### config.mk
export PLATFORM = sky130hd
export DESIGN_NAME = stereo_dac_serial_audio_rx
export DESIGN_NICKNAME = d
export VERILOG_FILES = /design/src/hdl/audio_rx_pkg.sv /design/src/hdl/stereo_dac_serial_audio_rx.sv
export SDC_FILE = /design/constraint.sdc
export NUM_CORES = 1
export LEC_CHECK = 0
export BUFFER_PORTS_ARGS = -buffer_cell sky130_fd_sc_hd__buf_2
export CAP_MARGIN = 25
export CORE_ASPECT_RATIO = 1.5
export CORE_MARGIN = 2
export CORE_UTILIZATION = 49
export DETAILED_ROUTE_END_ITERATION = 8
export PLACE_DENSITY = 0.68
export REMOVE_ABC_BUFFERS = 1
export SLEW_MARGIN = 30
export SYNTH_ARGS = -nofsm -noshare
export SYNTH_HDL_FRONTEND = slang
export SYNTH_SLANG_ARGS = --single-unit
### constraint.sdc
create_clock -name clk -period 9 [get_ports clk]
set_input_delay 1.8 -clock clk [delete_from_list [all_inputs] [get_ports clk]]
set_output_delay 1.8 -clock clk [all_outputs]
set_load 0.05 [all_outputs]
### src/hdl/audio_rx_pkg.sv
// constants, field layouts and carrier types of the serial audio receiver
// assumes a single clock domain; pins arrive unsynchronised
package audio_rx_pkg;
    // register byte offsets
    localparam logic [7:0] ADDR_LEFT_VOL  = 8'h00;
    localparam logic [7:0] ADDR_RIGHT_VOL = 8'h04;
    localparam logic [7:0] ADDR_SRATE     = 8'h08;
    localparam logic [7:0] ADDR_FORMAT    = 8'h0c;
    localparam logic [7:0] ADDR_SOFT_RST  = 8'h10;
    localparam logic [7:0] ADDR_LEFT_WORD = 8'h14;
    localparam logic [7:0] ADDR_RIGHT_WRD = 8'h18;
    localparam logic [7:0] ADDR_STATUS    = 8'h1c;
    localparam logic [7:0] ADDR_PERIOD    = 8'h20;
    // volume register fields
    localparam int VOL_ZC_BIT   = 7;
    localparam int VOL_LINK_BIT = 8;
    localparam logic [8:0] VOL_RESET      = 9'h0_0f9;
    localparam logic [6:0] VOL_MUTE_LIMIT = 7'h30;
    // sample rate register fields
    localparam int SR_MODE_BIT   = 0;
    localparam int SR_OVERSAMPLING_BASE_SELECT_BIT   = 1;
    localparam int SR_CODE_LSB   = 2;
    localparam int SR_HALVER_BIT = 6;
    localparam int SR_CLKDIV_BIT = 7;
    localparam logic [8:0] SRATE_RESET = 9'h0_000;
    localparam logic [8:0] SRATE_MASK  = 9'h0_0ff;
    // format register fields
    localparam int FMT_WL_LSB    = 2;
    localparam int FMT_PHASE_BIT = 4;
    localparam int FMT_MS_BIT    = 6;
    localparam logic [6:0] FORMAT_RESET = 7'h01;
    localparam logic [6:0] FORMAT_MASK  = 7'h5f;
    // frame format codes
    localparam logic [1:0] FMT_RIGHT_J = 2'b00;
    localparam logic [1:0] FMT_LEFT_J  = 2'b01;
    localparam logic [1:0] FMT_I2S     = 2'b10;
    localparam logic [1:0] FMT_DSP     = 2'b11;
    // word length codes
    localparam logic [1:0] WL_16 = 2'b00;
    localparam logic [1:0] WL_20 = 2'b01;
    localparam logic [1:0] WL_24 = 2'b10;
    // oversampling ratios
    localparam logic [15:0] OS_USB_0    = 16'h00fa;
    localparam logic [15:0] OS_USB_1    = 16'h0110;
    localparam logic [15:0] OS_NORMAL_0 = 16'h0100;
    localparam logic [15:0] OS_NORMAL_1 = 16'h0180;
    // master bit clock half periods in clk cycles, and bit clocks per frame half
    localparam logic [2:0] HALF_NORMAL = 3'h2;
    localparam logic [2:0] HALF_FAST   = 3'h1;
    localparam logic [5:0] BITS_PER_HALF = 6'h20;

    typedef struct packed {
        logic bclk;
        logic frame_sync;
        logic data;
    } serial_in_t;

    typedef struct packed {
        logic bclk;
        logic bclk_oe_n;
        logic frame_sync;
        logic frame_sync_oe_n;
    } serial_out_t;

    typedef struct packed {
        logic        valid;
        logic [31:0] left;
        logic [31:0] right;
    } sample_t;

    typedef struct packed {
        logic [6:0] gain;
        logic       mute;
    } headphone_t;
endpackage

### src/hdl/stereo_dac_serial_audio_rx.sv
// serial audio receiver with APB registers, clock control and volume
// assumes clk is the master clock; bclk and frame sync pins are async
// Behaviour
// words are MSB first, 16 to 32 bits; right-justified caps at 24
// master drives bit clock; slave takes it from the host as input
// right-justified: LSB sent on the rise before frame sync falls
// left-justified: MSB sent on the rise after frame sync rises
// i2s: MSB on second rise after frame sync falls, one bit late
// dsp: host frame sync drives the pin; its fall starts a frame
// dsp: left word first, right word follows with no gap
// master mode derives all clocks and rates from the master clock
// slave rate follows master clock and sample rate register
// rate code at D5..D2, oversampling D1, mode D0, resets to zero
// output divider bit only affects clock out: pass or halve
// halver bit runs the rate generator at half master clock
// oversampling bit: usb 250/272, normal 256/384 times fs
// mode bit 0 normal, 1 usb; changes code interpretation
// usb mode rate codes give 96 down to 8 khz at 12 mhz
// normal mode rate set depends on master clock frequency
// gain code steps 1 db from +6 db to -73 db per channel
// writing zero volume code mutes that headphone output
// zero-cross enabled: update waits for near ground, no timeout
// link bit copies a volume write to the other channel
// format 11 dsp, 10 i2s, 01 left-justified, 00 right-justified
// word length 00 16, 01 20, 10 24, 11 32 bits
// master normal mode bit clock is clk/4, fast at 88.2/96 khz
// phase bit 0: right while sync high; 1: right while sync low
// both words of a frame are handed on together once per frame
`timescale 1ns/1ps
module stereo_dac_serial_audio_rx (
    // clock and reset
    input  wire logic                     clk,
    input  wire logic                     arst_n,
    // apb slave
    input  wire logic                     psel,
    input  wire logic                     penable,
    input  wire logic                     pwrite,
    input  wire logic [7:0]               paddr,
    input  wire logic [31:0]              pwdata,
    output logic                          pready,
    output logic [31:0]                   prdata,
    output logic                          pslverr,
    // serial link
    input  wire audio_rx_pkg::serial_in_t serial_in,
    output audio_rx_pkg::serial_out_t     serial_out,
    // analog zero-cross comparators
    input  wire logic                     left_zero_near,
    input  wire logic                     right_zero_near,
    // converter path and headphone gain
    output audio_rx_pkg::sample_t         sample_out,
    output audio_rx_pkg::headphone_t      left_headphone_output,
    output audio_rx_pkg::headphone_t      right_headphone_output,
    // clock output pad control
    output logic                          clock_out_div2,
    output logic                          clock_output_divider
);
    import audio_rx_pkg::*;

    typedef struct packed {
        logic [2:0]  bclk_s;
        logic [2:0]  fs_s;
        logic [2:0]  din_s;
        logic [2:0]  zl_s;
        logic [2:0]  zr_s;
        logic        bclk_lvl;
        logic        fs_lvl;
        logic        din_lvl;
        logic        zl_lvl;
        logic        zr_lvl;
        logic [8:0]  lvol;
        logic [8:0]  rvol;
        logic [8:0]  srate;
        logic [6:0]  fmt;
        logic [6:0]  app_l;
        logic [6:0]  app_r;
        logic        pend_l;
        logic        pend_r;
        logic [2:0]  gen_cnt;
        logic        gen_bclk;
        logic        gen_fs;
        logic [5:0]  gen_bits;
        logic        gen_half;
        logic        prev_bclk;
        logic        prev_fs;
        logic [6:0]  bitcnt;
        logic [31:0] shift;
        logic [31:0] word_l;
        logic [31:0] word_r;
        logic        out_valid;
        logic [31:0] out_l;
        logic [31:0] out_r;
        logic        pready;
        logic [31:0] prdata;
        logic        pslverr;
        logic        clkdiv;
    } state_t;

    state_t s_q;
    state_t s_d;

    // effective word length in bits
    function automatic logic [6:0] word_bits(input logic [1:0] wl,
                                             input logic [1:0] f);
        unique case (wl)
            WL_16:   word_bits = 7'd16;
            WL_20:   word_bits = 7'd20;
            WL_24:   word_bits = 7'd24;
            default: word_bits = (f == FMT_RIGHT_J) ? 7'd24 : 7'd32;
        endcase
    endfunction

    function automatic logic [31:0] word_mask(input logic [6:0] n);
        word_mask = (n >= 7'd32) ? 32'hffff_ffff
                                 : ((32'h0000_0001 << n[4:0]) - 32'h0000_0001);
    endfunction

    // master clock cycles per sample
    function automatic logic [15:0] sample_period(input logic [8:0] r);
        logic [15:0] os;
        logic [15:0] p;
        logic [3:0]  code;
        os = 16'h0000;
        p = 16'h0000;
        code = r[SR_CODE_LSB +: 4];
        if (r[SR_MODE_BIT]) begin
            os = r[SR_OVERSAMPLING_BASE_SELECT_BIT] ? OS_USB_1 : OS_USB_0;
        end else begin
            os = r[SR_OVERSAMPLING_BASE_SELECT_BIT] ? OS_NORMAL_1 : OS_NORMAL_0;
        end
        unique case (code)
            4'h7, 4'hf: p = os >> 1;
            4'h6:       p = os + (os >> 1);
            4'h3, 4'hb: p = os * 16'h0006;
            default:    p = os;
        endcase
        sample_period = r[SR_HALVER_BIT] ? (p << 1) : p;
    endfunction

    // true in usb mode or when the rate code selects the 88.2 or 96 khz family
    function automatic logic fast_rate(input logic [8:0] r);
        fast_rate = r[SR_MODE_BIT] ||
                    (r[SR_CODE_LSB +: 4] == 4'h7) ||
                    (r[SR_CODE_LSB +: 4] == 4'hf);
    endfunction

    always_comb begin
        logic [1:0]  f;
        logic [6:0]  wb;
        logic        ms;
        logic        phase;
        logic        bclk_v;
        logic        fs_v;
        logic        brise;
        logic        fs_chg;
        logic        right_now;
        logic [31:0] nsh;
        logic [6:0]  cnt;
        logic [2:0]  half;
        logic        wr;
        logic        rd;
        logic        got_right;
        f = 2'b00;
        wb = 7'd0;
        ms = 1'b0;
        phase = 1'b0;
        bclk_v = 1'b0;
        fs_v = 1'b0;
        brise = 1'b0;
        fs_chg = 1'b0;
        right_now = 1'b0;
        nsh = 32'h0000_0000;
        cnt = 7'd0;
        half = 3'd0;
        wr = 1'b0;
        rd = 1'b0;
        got_right = 1'b0;
        s_d = s_q;

        // pin synchronisers, a change counts once stages two and three agree
        s_d.bclk_s = {s_q.bclk_s[1:0], serial_in.bclk};
        s_d.fs_s = {s_q.fs_s[1:0], serial_in.frame_sync};
        s_d.din_s = {s_q.din_s[1:0], serial_in.data};
        s_d.zl_s = {s_q.zl_s[1:0], left_zero_near};
        s_d.zr_s = {s_q.zr_s[1:0], right_zero_near};
        if (s_q.bclk_s[2] == s_q.bclk_s[1]) s_d.bclk_lvl = s_q.bclk_s[2];
        if (s_q.fs_s[2] == s_q.fs_s[1]) s_d.fs_lvl = s_q.fs_s[2];
        if (s_q.din_s[2] == s_q.din_s[1]) s_d.din_lvl = s_q.din_s[2];
        if (s_q.zl_s[2] == s_q.zl_s[1]) s_d.zl_lvl = s_q.zl_s[2];
        if (s_q.zr_s[2] == s_q.zr_s[1]) s_d.zr_lvl = s_q.zr_s[2];

        f = s_q.fmt[1:0];
        wb = word_bits(s_q.fmt[FMT_WL_LSB +: 2], f);
        ms = s_q.fmt[FMT_MS_BIT];
        phase = s_q.fmt[FMT_PHASE_BIT];

        // master bit clock and frame sync generator
        half = fast_rate(s_q.srate) ? HALF_FAST : HALF_NORMAL;
        if (s_q.srate[SR_HALVER_BIT]) half = half << 1;
        if (s_q.gen_cnt + 3'd1 >= half) begin
            s_d.gen_cnt = 3'd0;
            s_d.gen_bclk = ~s_q.gen_bclk;
            if (s_q.gen_bclk) begin
                if (s_q.gen_bits == BITS_PER_HALF - 6'd1) begin
                    s_d.gen_bits = 6'd0;
                    s_d.gen_half = ~s_q.gen_half;
                end else begin
                    s_d.gen_bits = s_q.gen_bits + 6'd1;
                end
                if (f == FMT_DSP) begin
                    // one low bit marks the frame start
                    s_d.gen_fs = ~((s_d.gen_bits == 6'd0) && !s_d.gen_half);
                end else begin
                    s_d.gen_fs = s_d.gen_half;
                end
            end
        end else begin
            s_d.gen_cnt = s_q.gen_cnt + 3'd1;
        end
        s_d.clkdiv = ~s_q.clkdiv;

        // source of bit clock and frame sync
        bclk_v = ms ? s_q.gen_bclk : s_q.bclk_lvl;
        fs_v = ms ? s_q.gen_fs : s_q.fs_lvl;
        s_d.prev_bclk = bclk_v;
        brise = bclk_v && !s_q.prev_bclk;
        s_d.out_valid = 1'b0;

        // receiver, sampling data on bit clock rises
        if (brise) begin
            s_d.prev_fs = fs_v;
            fs_chg = (fs_v != s_q.prev_fs);
            right_now = fs_v ^ phase;
            nsh = {s_q.shift[30:0], s_q.din_lvl};
            cnt = (s_q.bitcnt == 7'h7f) ? s_q.bitcnt : s_q.bitcnt + 7'd1;
            unique case (f)
                FMT_RIGHT_J: begin
                    if (fs_chg) begin
                        // previous half ended with its LSB
                        if (!right_now) begin
                            s_d.word_r = s_q.shift & word_mask(wb);
                            got_right = 1'b1;
                        end else begin
                            s_d.word_l = s_q.shift & word_mask(wb);
                        end
                    end
                    s_d.shift = nsh;
                end
                FMT_LEFT_J, FMT_I2S: begin
                    if (fs_chg) cnt = 7'd0;
                    s_d.shift = nsh;
                    // word ends w-1 slots in, one later for i2s
                    if ((f == FMT_LEFT_J && cnt == wb - 7'd1) ||
                        (f == FMT_I2S && cnt == wb)) begin
                        if (right_now) begin
                            s_d.word_r = nsh & word_mask(wb);
                            got_right = 1'b1;
                        end else begin
                            s_d.word_l = nsh & word_mask(wb);
                        end
                    end
                end
                FMT_DSP: begin
                    if (fs_chg && !fs_v) cnt = 7'd0;
                    s_d.shift = nsh;
                    if (cnt == wb - 7'd1) begin
                        s_d.word_l = nsh & word_mask(wb);
                    end else if (cnt == (wb << 1) - 7'd1) begin
                        s_d.word_r = nsh & word_mask(wb);
                        got_right = 1'b1;
                    end
                end
            endcase
            s_d.bitcnt = cnt;
            if (got_right) begin
                s_d.out_valid = 1'b1;
                s_d.out_l = s_d.word_l;
                s_d.out_r = s_d.word_r;
            end
        end

        // volume updates, gated by zero cross when enabled
        if (s_q.pend_l && (!s_q.lvol[VOL_ZC_BIT] || s_q.zl_lvl)) begin
            s_d.app_l = s_q.lvol[6:0];
            s_d.pend_l = 1'b0;
        end
        if (s_q.pend_r && (!s_q.rvol[VOL_ZC_BIT] || s_q.zr_lvl)) begin
            s_d.app_r = s_q.rvol[6:0];
            s_d.pend_r = 1'b0;
        end

        // apb slave, one wait state
        s_d.pready = psel && penable && !s_q.pready;
        s_d.pslverr = 1'b0;
        wr = psel && penable && s_q.pready && pwrite;
        rd = psel && penable && !s_q.pready && !pwrite;
        s_d.prdata = 32'h0000_0000;
        if (s_d.pready) begin
            unique case (paddr)
                ADDR_LEFT_VOL:  s_d.prdata = {23'h0, s_q.lvol};
                ADDR_RIGHT_VOL: s_d.prdata = {23'h0, s_q.rvol};
                ADDR_SRATE:     s_d.prdata = {23'h0, s_q.srate};
                ADDR_FORMAT:    s_d.prdata = {25'h0, s_q.fmt};
                ADDR_SOFT_RST:  s_d.prdata = 32'h0000_0000;
                ADDR_LEFT_WORD: s_d.prdata = s_q.out_l;
                ADDR_RIGHT_WRD: s_d.prdata = s_q.out_r;
                ADDR_STATUS:    s_d.prdata = {14'h0, s_q.pend_r, s_q.pend_l,
                                              1'b0, s_q.app_r,
                                              1'b0, s_q.app_l};
                ADDR_PERIOD:    s_d.prdata = {16'h0,
                                              sample_period(s_q.srate)};
                default: begin
                    s_d.pslverr = 1'b1;
                end
            endcase
            if (!rd) s_d.prdata = 32'h0000_0000;
        end
        if (wr) begin
            unique case (paddr)
                ADDR_LEFT_VOL: begin
                    s_d.lvol = pwdata[8:0];
                    s_d.pend_l = 1'b1;
                    if (pwdata[VOL_LINK_BIT]) begin
                        s_d.rvol = pwdata[8:0];
                        s_d.pend_r = 1'b1;
                    end
                end
                ADDR_RIGHT_VOL: begin
                    s_d.rvol = pwdata[8:0];
                    s_d.pend_r = 1'b1;
                    if (pwdata[VOL_LINK_BIT]) begin
                        s_d.lvol = pwdata[8:0];
                        s_d.pend_l = 1'b1;
                    end
                end
                ADDR_SRATE:  s_d.srate = pwdata[8:0] & SRATE_MASK;
                ADDR_FORMAT: s_d.fmt = pwdata[6:0] & FORMAT_MASK;
                ADDR_SOFT_RST: begin
                    s_d.lvol = VOL_RESET;
                    s_d.rvol = VOL_RESET;
                    s_d.srate = SRATE_RESET;
                    s_d.fmt = FORMAT_RESET;
                    s_d.app_l = VOL_RESET[6:0];
                    s_d.app_r = VOL_RESET[6:0];
                    s_d.pend_l = 1'b0;
                    s_d.pend_r = 1'b0;
                    s_d.bitcnt = 7'd0;
                    s_d.shift = 32'h0000_0000;
                    s_d.word_l = 32'h0000_0000;
                    s_d.word_r = 32'h0000_0000;
                    s_d.out_l = 32'h0000_0000;
                    s_d.out_r = 32'h0000_0000;
                    s_d.out_valid = 1'b0;
                end
                default: begin
                end
            endcase
        end
    end

    always_ff @(posedge clk or negedge arst_n) begin
        if (!arst_n) begin
            s_q <= '0;
            s_q.lvol <= VOL_RESET;
            s_q.rvol <= VOL_RESET;
            s_q.srate <= SRATE_RESET;
            s_q.fmt <= FORMAT_RESET;
            s_q.app_l <= VOL_RESET[6:0];
            s_q.app_r <= VOL_RESET[6:0];
            s_q.gen_fs <= 1'b1;
        end else begin
            s_q <= s_d;
        end
    end

    // outputs from state flops; bclk_oe_n and frame_sync_oe_n invert a flop, mute compares the applied gain
    assign pready = s_q.pready;
    assign prdata = s_q.prdata;
    assign pslverr = s_q.pslverr;
    assign serial_out.bclk = s_q.gen_bclk;
    assign serial_out.bclk_oe_n = ~s_q.fmt[FMT_MS_BIT];
    assign serial_out.frame_sync = s_q.gen_fs;
    assign serial_out.frame_sync_oe_n = ~s_q.fmt[FMT_MS_BIT];
    assign sample_out.valid = s_q.out_valid;
    assign sample_out.left = s_q.out_l;
    assign sample_out.right = s_q.out_r;
    assign left_headphone_output.gain = s_q.app_l;
    assign left_headphone_output.mute = s_q.app_l < VOL_MUTE_LIMIT;
    assign right_headphone_output.gain = s_q.app_r;
    assign right_headphone_output.mute = s_q.app_r < VOL_MUTE_LIMIT;
    assign clock_out_div2 = s_q.clkdiv;
    assign clock_output_divider = s_q.srate[SR_CLKDIV_BIT];
endmodule

==> results.toml <==
[yosys]
yosys_warnings = 0
ys_top_cells_by_area = "dfrtp_1 40%, nand2_1 6.3%, buf_4 5.5%"
avgSynthCellArea_um2 = 8.853
ys.flop_type = "dfrtp_1"
netlist_area_um2 = 16330
synth-edff-count = 0
synth_seq_cells = 284
ys_async_sr_fraction = 1.000
yosysSeqAreaShare = 0.4369
synth.distinct_cells = 85
synthCells = 1845
netlist.area_leader.share = 0.3983
yosysTopAreaCell = "dfrtp_1"

[floorplanning]
initial_utilization = 0.4990
fp.dieW_um = 153.1
core_um2 = 32740
die_area_um2 = 34840
pin_count = 171
die_y_um = 227.6
std_cell_rows = 81

[detailed_routing]
vias = 14400
wl_per_cell_um = 22.27
dr.pass1.iters = 6
antenna_left = 0
drc = 0
wirelength_um = 50000
drtIter0Drc = 1313
viasPerCell = 6.412

[global_route]
grt_max_degree = 93
track_usage = 0.2808
grt_overflow_total = 0
grtUsageMet1 = 0.3473
use_met2 = 0.4762
grt_pass1_vias = 13970
gr-max-usage-layer = "met2"
grt_pass1_wl_um = 78180
antenna_found_initial = 0
met3_usage = 0.04096

[critical_path]
critPathMaxFanout = 23
r2r_end = "sample_out[19]$_DFF_PN0_"
r2r_start = "s_q[239]$_DFFE_PN0P_"
timing.reg2reg.setup_slack_ps = 3560
arrival_ps = 5940
reg2reg_depth = 11
worstPathRequired_ps = 9500
end_kind = "register"
start_kind = "register"
crit_type = "register to register"

[power]
powerDensity_nw_per_um2 = 220.4
leakage_nw = 7.914
peakVddDrop_uv = 157.3

[cts]
cts_tree = "built"
ctsResizeCount = 0
clk_pin_slew_worst_paths_ps = 60
clockRootBuffer = "clkbuf_16"
htreeDepth = 1
clk_latency_ps = 570
cts_setup_buffers = 0
clock_sinks = 284
numCtsBuffers = 30
cts_buffer_depth = 3
cts_hold_buf = 0

[sta]
max_freq_ghz = 0.1838
worst_pin_slew_ps = 991.2
final_max_slew_viol_count = 0
fin_skew_ps = 8.110
rsz0062_at_grt = "false"
post-route-period-util = 0.6044
min_period_ps = 5440
slew_headroom = 0.3385
hold_viol_final = 0
fin_setup_tns_ps = 0
setup_viol = 0

[worst_hold_path]
hp-class = "register to register"
min_from = "s_d[282]$_DFF_PN0_"
hold_end = "s_d[283]$_DFF_PN0_"
hold_depth = 0

[place]
place.gp.congestion = 0.8839
port_buffers = 147
hpwl_um = 32000

[layout]
finish.utilization = 0.5387
final_nets = 1875
diodes = 0
drive_above_1_share = 0.1727
syn_to_final_growth_pct = 7.951

[run]
drv_cap = 0

[status]
outcome = "finished, final reports clean"
state kept, by name, indices dropped and copies added (netlist names), named ones only:
register / cells
s_q: 157
sample_out: 57
prdata: 32
s_d: 10
left_headphone_output: 7
right_headphone_output: 7
serial_out: 2
clock_out_div2: 1
clock_output_divider: 1
pready: 1
pslverr: 1
how the worst max path moves through the flow:
| stage | slack (ps) | start | to |
|---|---|---|---|
| after detailed placement | 3580 | paddr[2] | s_q[218]$_DFF_PN0_ |
| after floorplan | 1160 | serial_out[3]$_DFFE_PN0P_ | register |
| after global routing | 3460 | s_q[239]$_DFFE_PN0P_ | sample_out[19]$_DFF_PN0_ |
| after CTS | 3660 | s_q[239]$_DFFE_PN0P_ | sample_out[19]$_DFF_PN0_ |
| after global placement | 3620 | paddr[2] | s_q[218]$_DFF_PN0_ |
| final | 3560 | s_q[239]$_DFFE_PN0P_ | sample_out[19]$_DFF_PN0_ |
Yosys cell counts, drive strengths merged (12+ instances only):
master / instances
nand2: 276
dfrtp: 260
a21oi: 178
o21ai: 145
buf: 142
nor2: 135
clkbuf: 106
mux2i: 61
a211oi: 40
nand3: 40
inv: 37
nor3: 35
a32o: 28
a22oi: 27
mux2: 26
dfstp: 24
a31oi: 23
a2111oi: 20
or3: 20
ha: 19
and2: 18
o211ai: 15
a221oi: 13
a22o: 12
power by group:
group          leakage (nW)  switching [mW]  total, mW  internal (mW)
combinational          3.86           0.505      0.816          0.311
clock                 0.543           0.544       1.39          0.842
sequential             3.51           0.217       1.68           1.47
total                  7.91            1.27       3.89           2.62
critical path, stage by stage, from the launching register on:
cell and delay [ps]:
dfrtp_1 670, mux2i_1 850, ha_1 470, inv_1 210, a2111oi_0 400, o21ai_0 230
nor4_2 730, o211ai_2 120, buf_4 280, a31o_1 440, nor2_4 670, a32o_1 290
per-layer routing:
layer  share of wire  vias up
met5               0        -
met3           0.075      150
met2            0.49      681
met1            0.39     7104
li1                -     6460
met4           0.047        0
layout make-up:
class	instances	area (um^2)
timing repair buffer	177	998.5
sequential	284	7137
multi-input combinational	1275	7732
inverter	38	142.6
fill	2980	15100
clock inverter	17	247.7
tap	415	519.2
clock buffer	39	855.8
cell families after synthesis:
logic type	synth area share
simple gates	0.1537
fa+ha+maj	0.01762
flops	0.4369
compound gates	0.2322
xor+xnor	0.008579
buf+inv	0.09536
mux	0.05553
per-stage QoR:
stage	setup WS [ps]	cell area, um^2	instances	total power [mW]	hold WS [ps]
6_report	3560	17630	2245	3.886	345.5
5_1_grt	3462	17630	2245	4.075	361.6
4_1_cts	3659	17580	2244	3.896	350.1
3_5_place_dp	3576	16480	2188	2.503	334.7
3_3_place_gp	3616	16450	2188	2.463	333.2
2_1_floorplan	1161	14920	1597	2.234	331.2
layout by cell type (no fill, tap or decap), drive strengths merged, types with 28 or more instances in the layout:
cell type	count
nand2	276
nor3	35
nor2	135
a32o	28
inv	38
buf	177
nand3	40
dfrtp	260
o21ai	145
clkbuf	39
mux2i	61
a21oi	178
a211oi	40
Power figures use the tool's default switching activity.
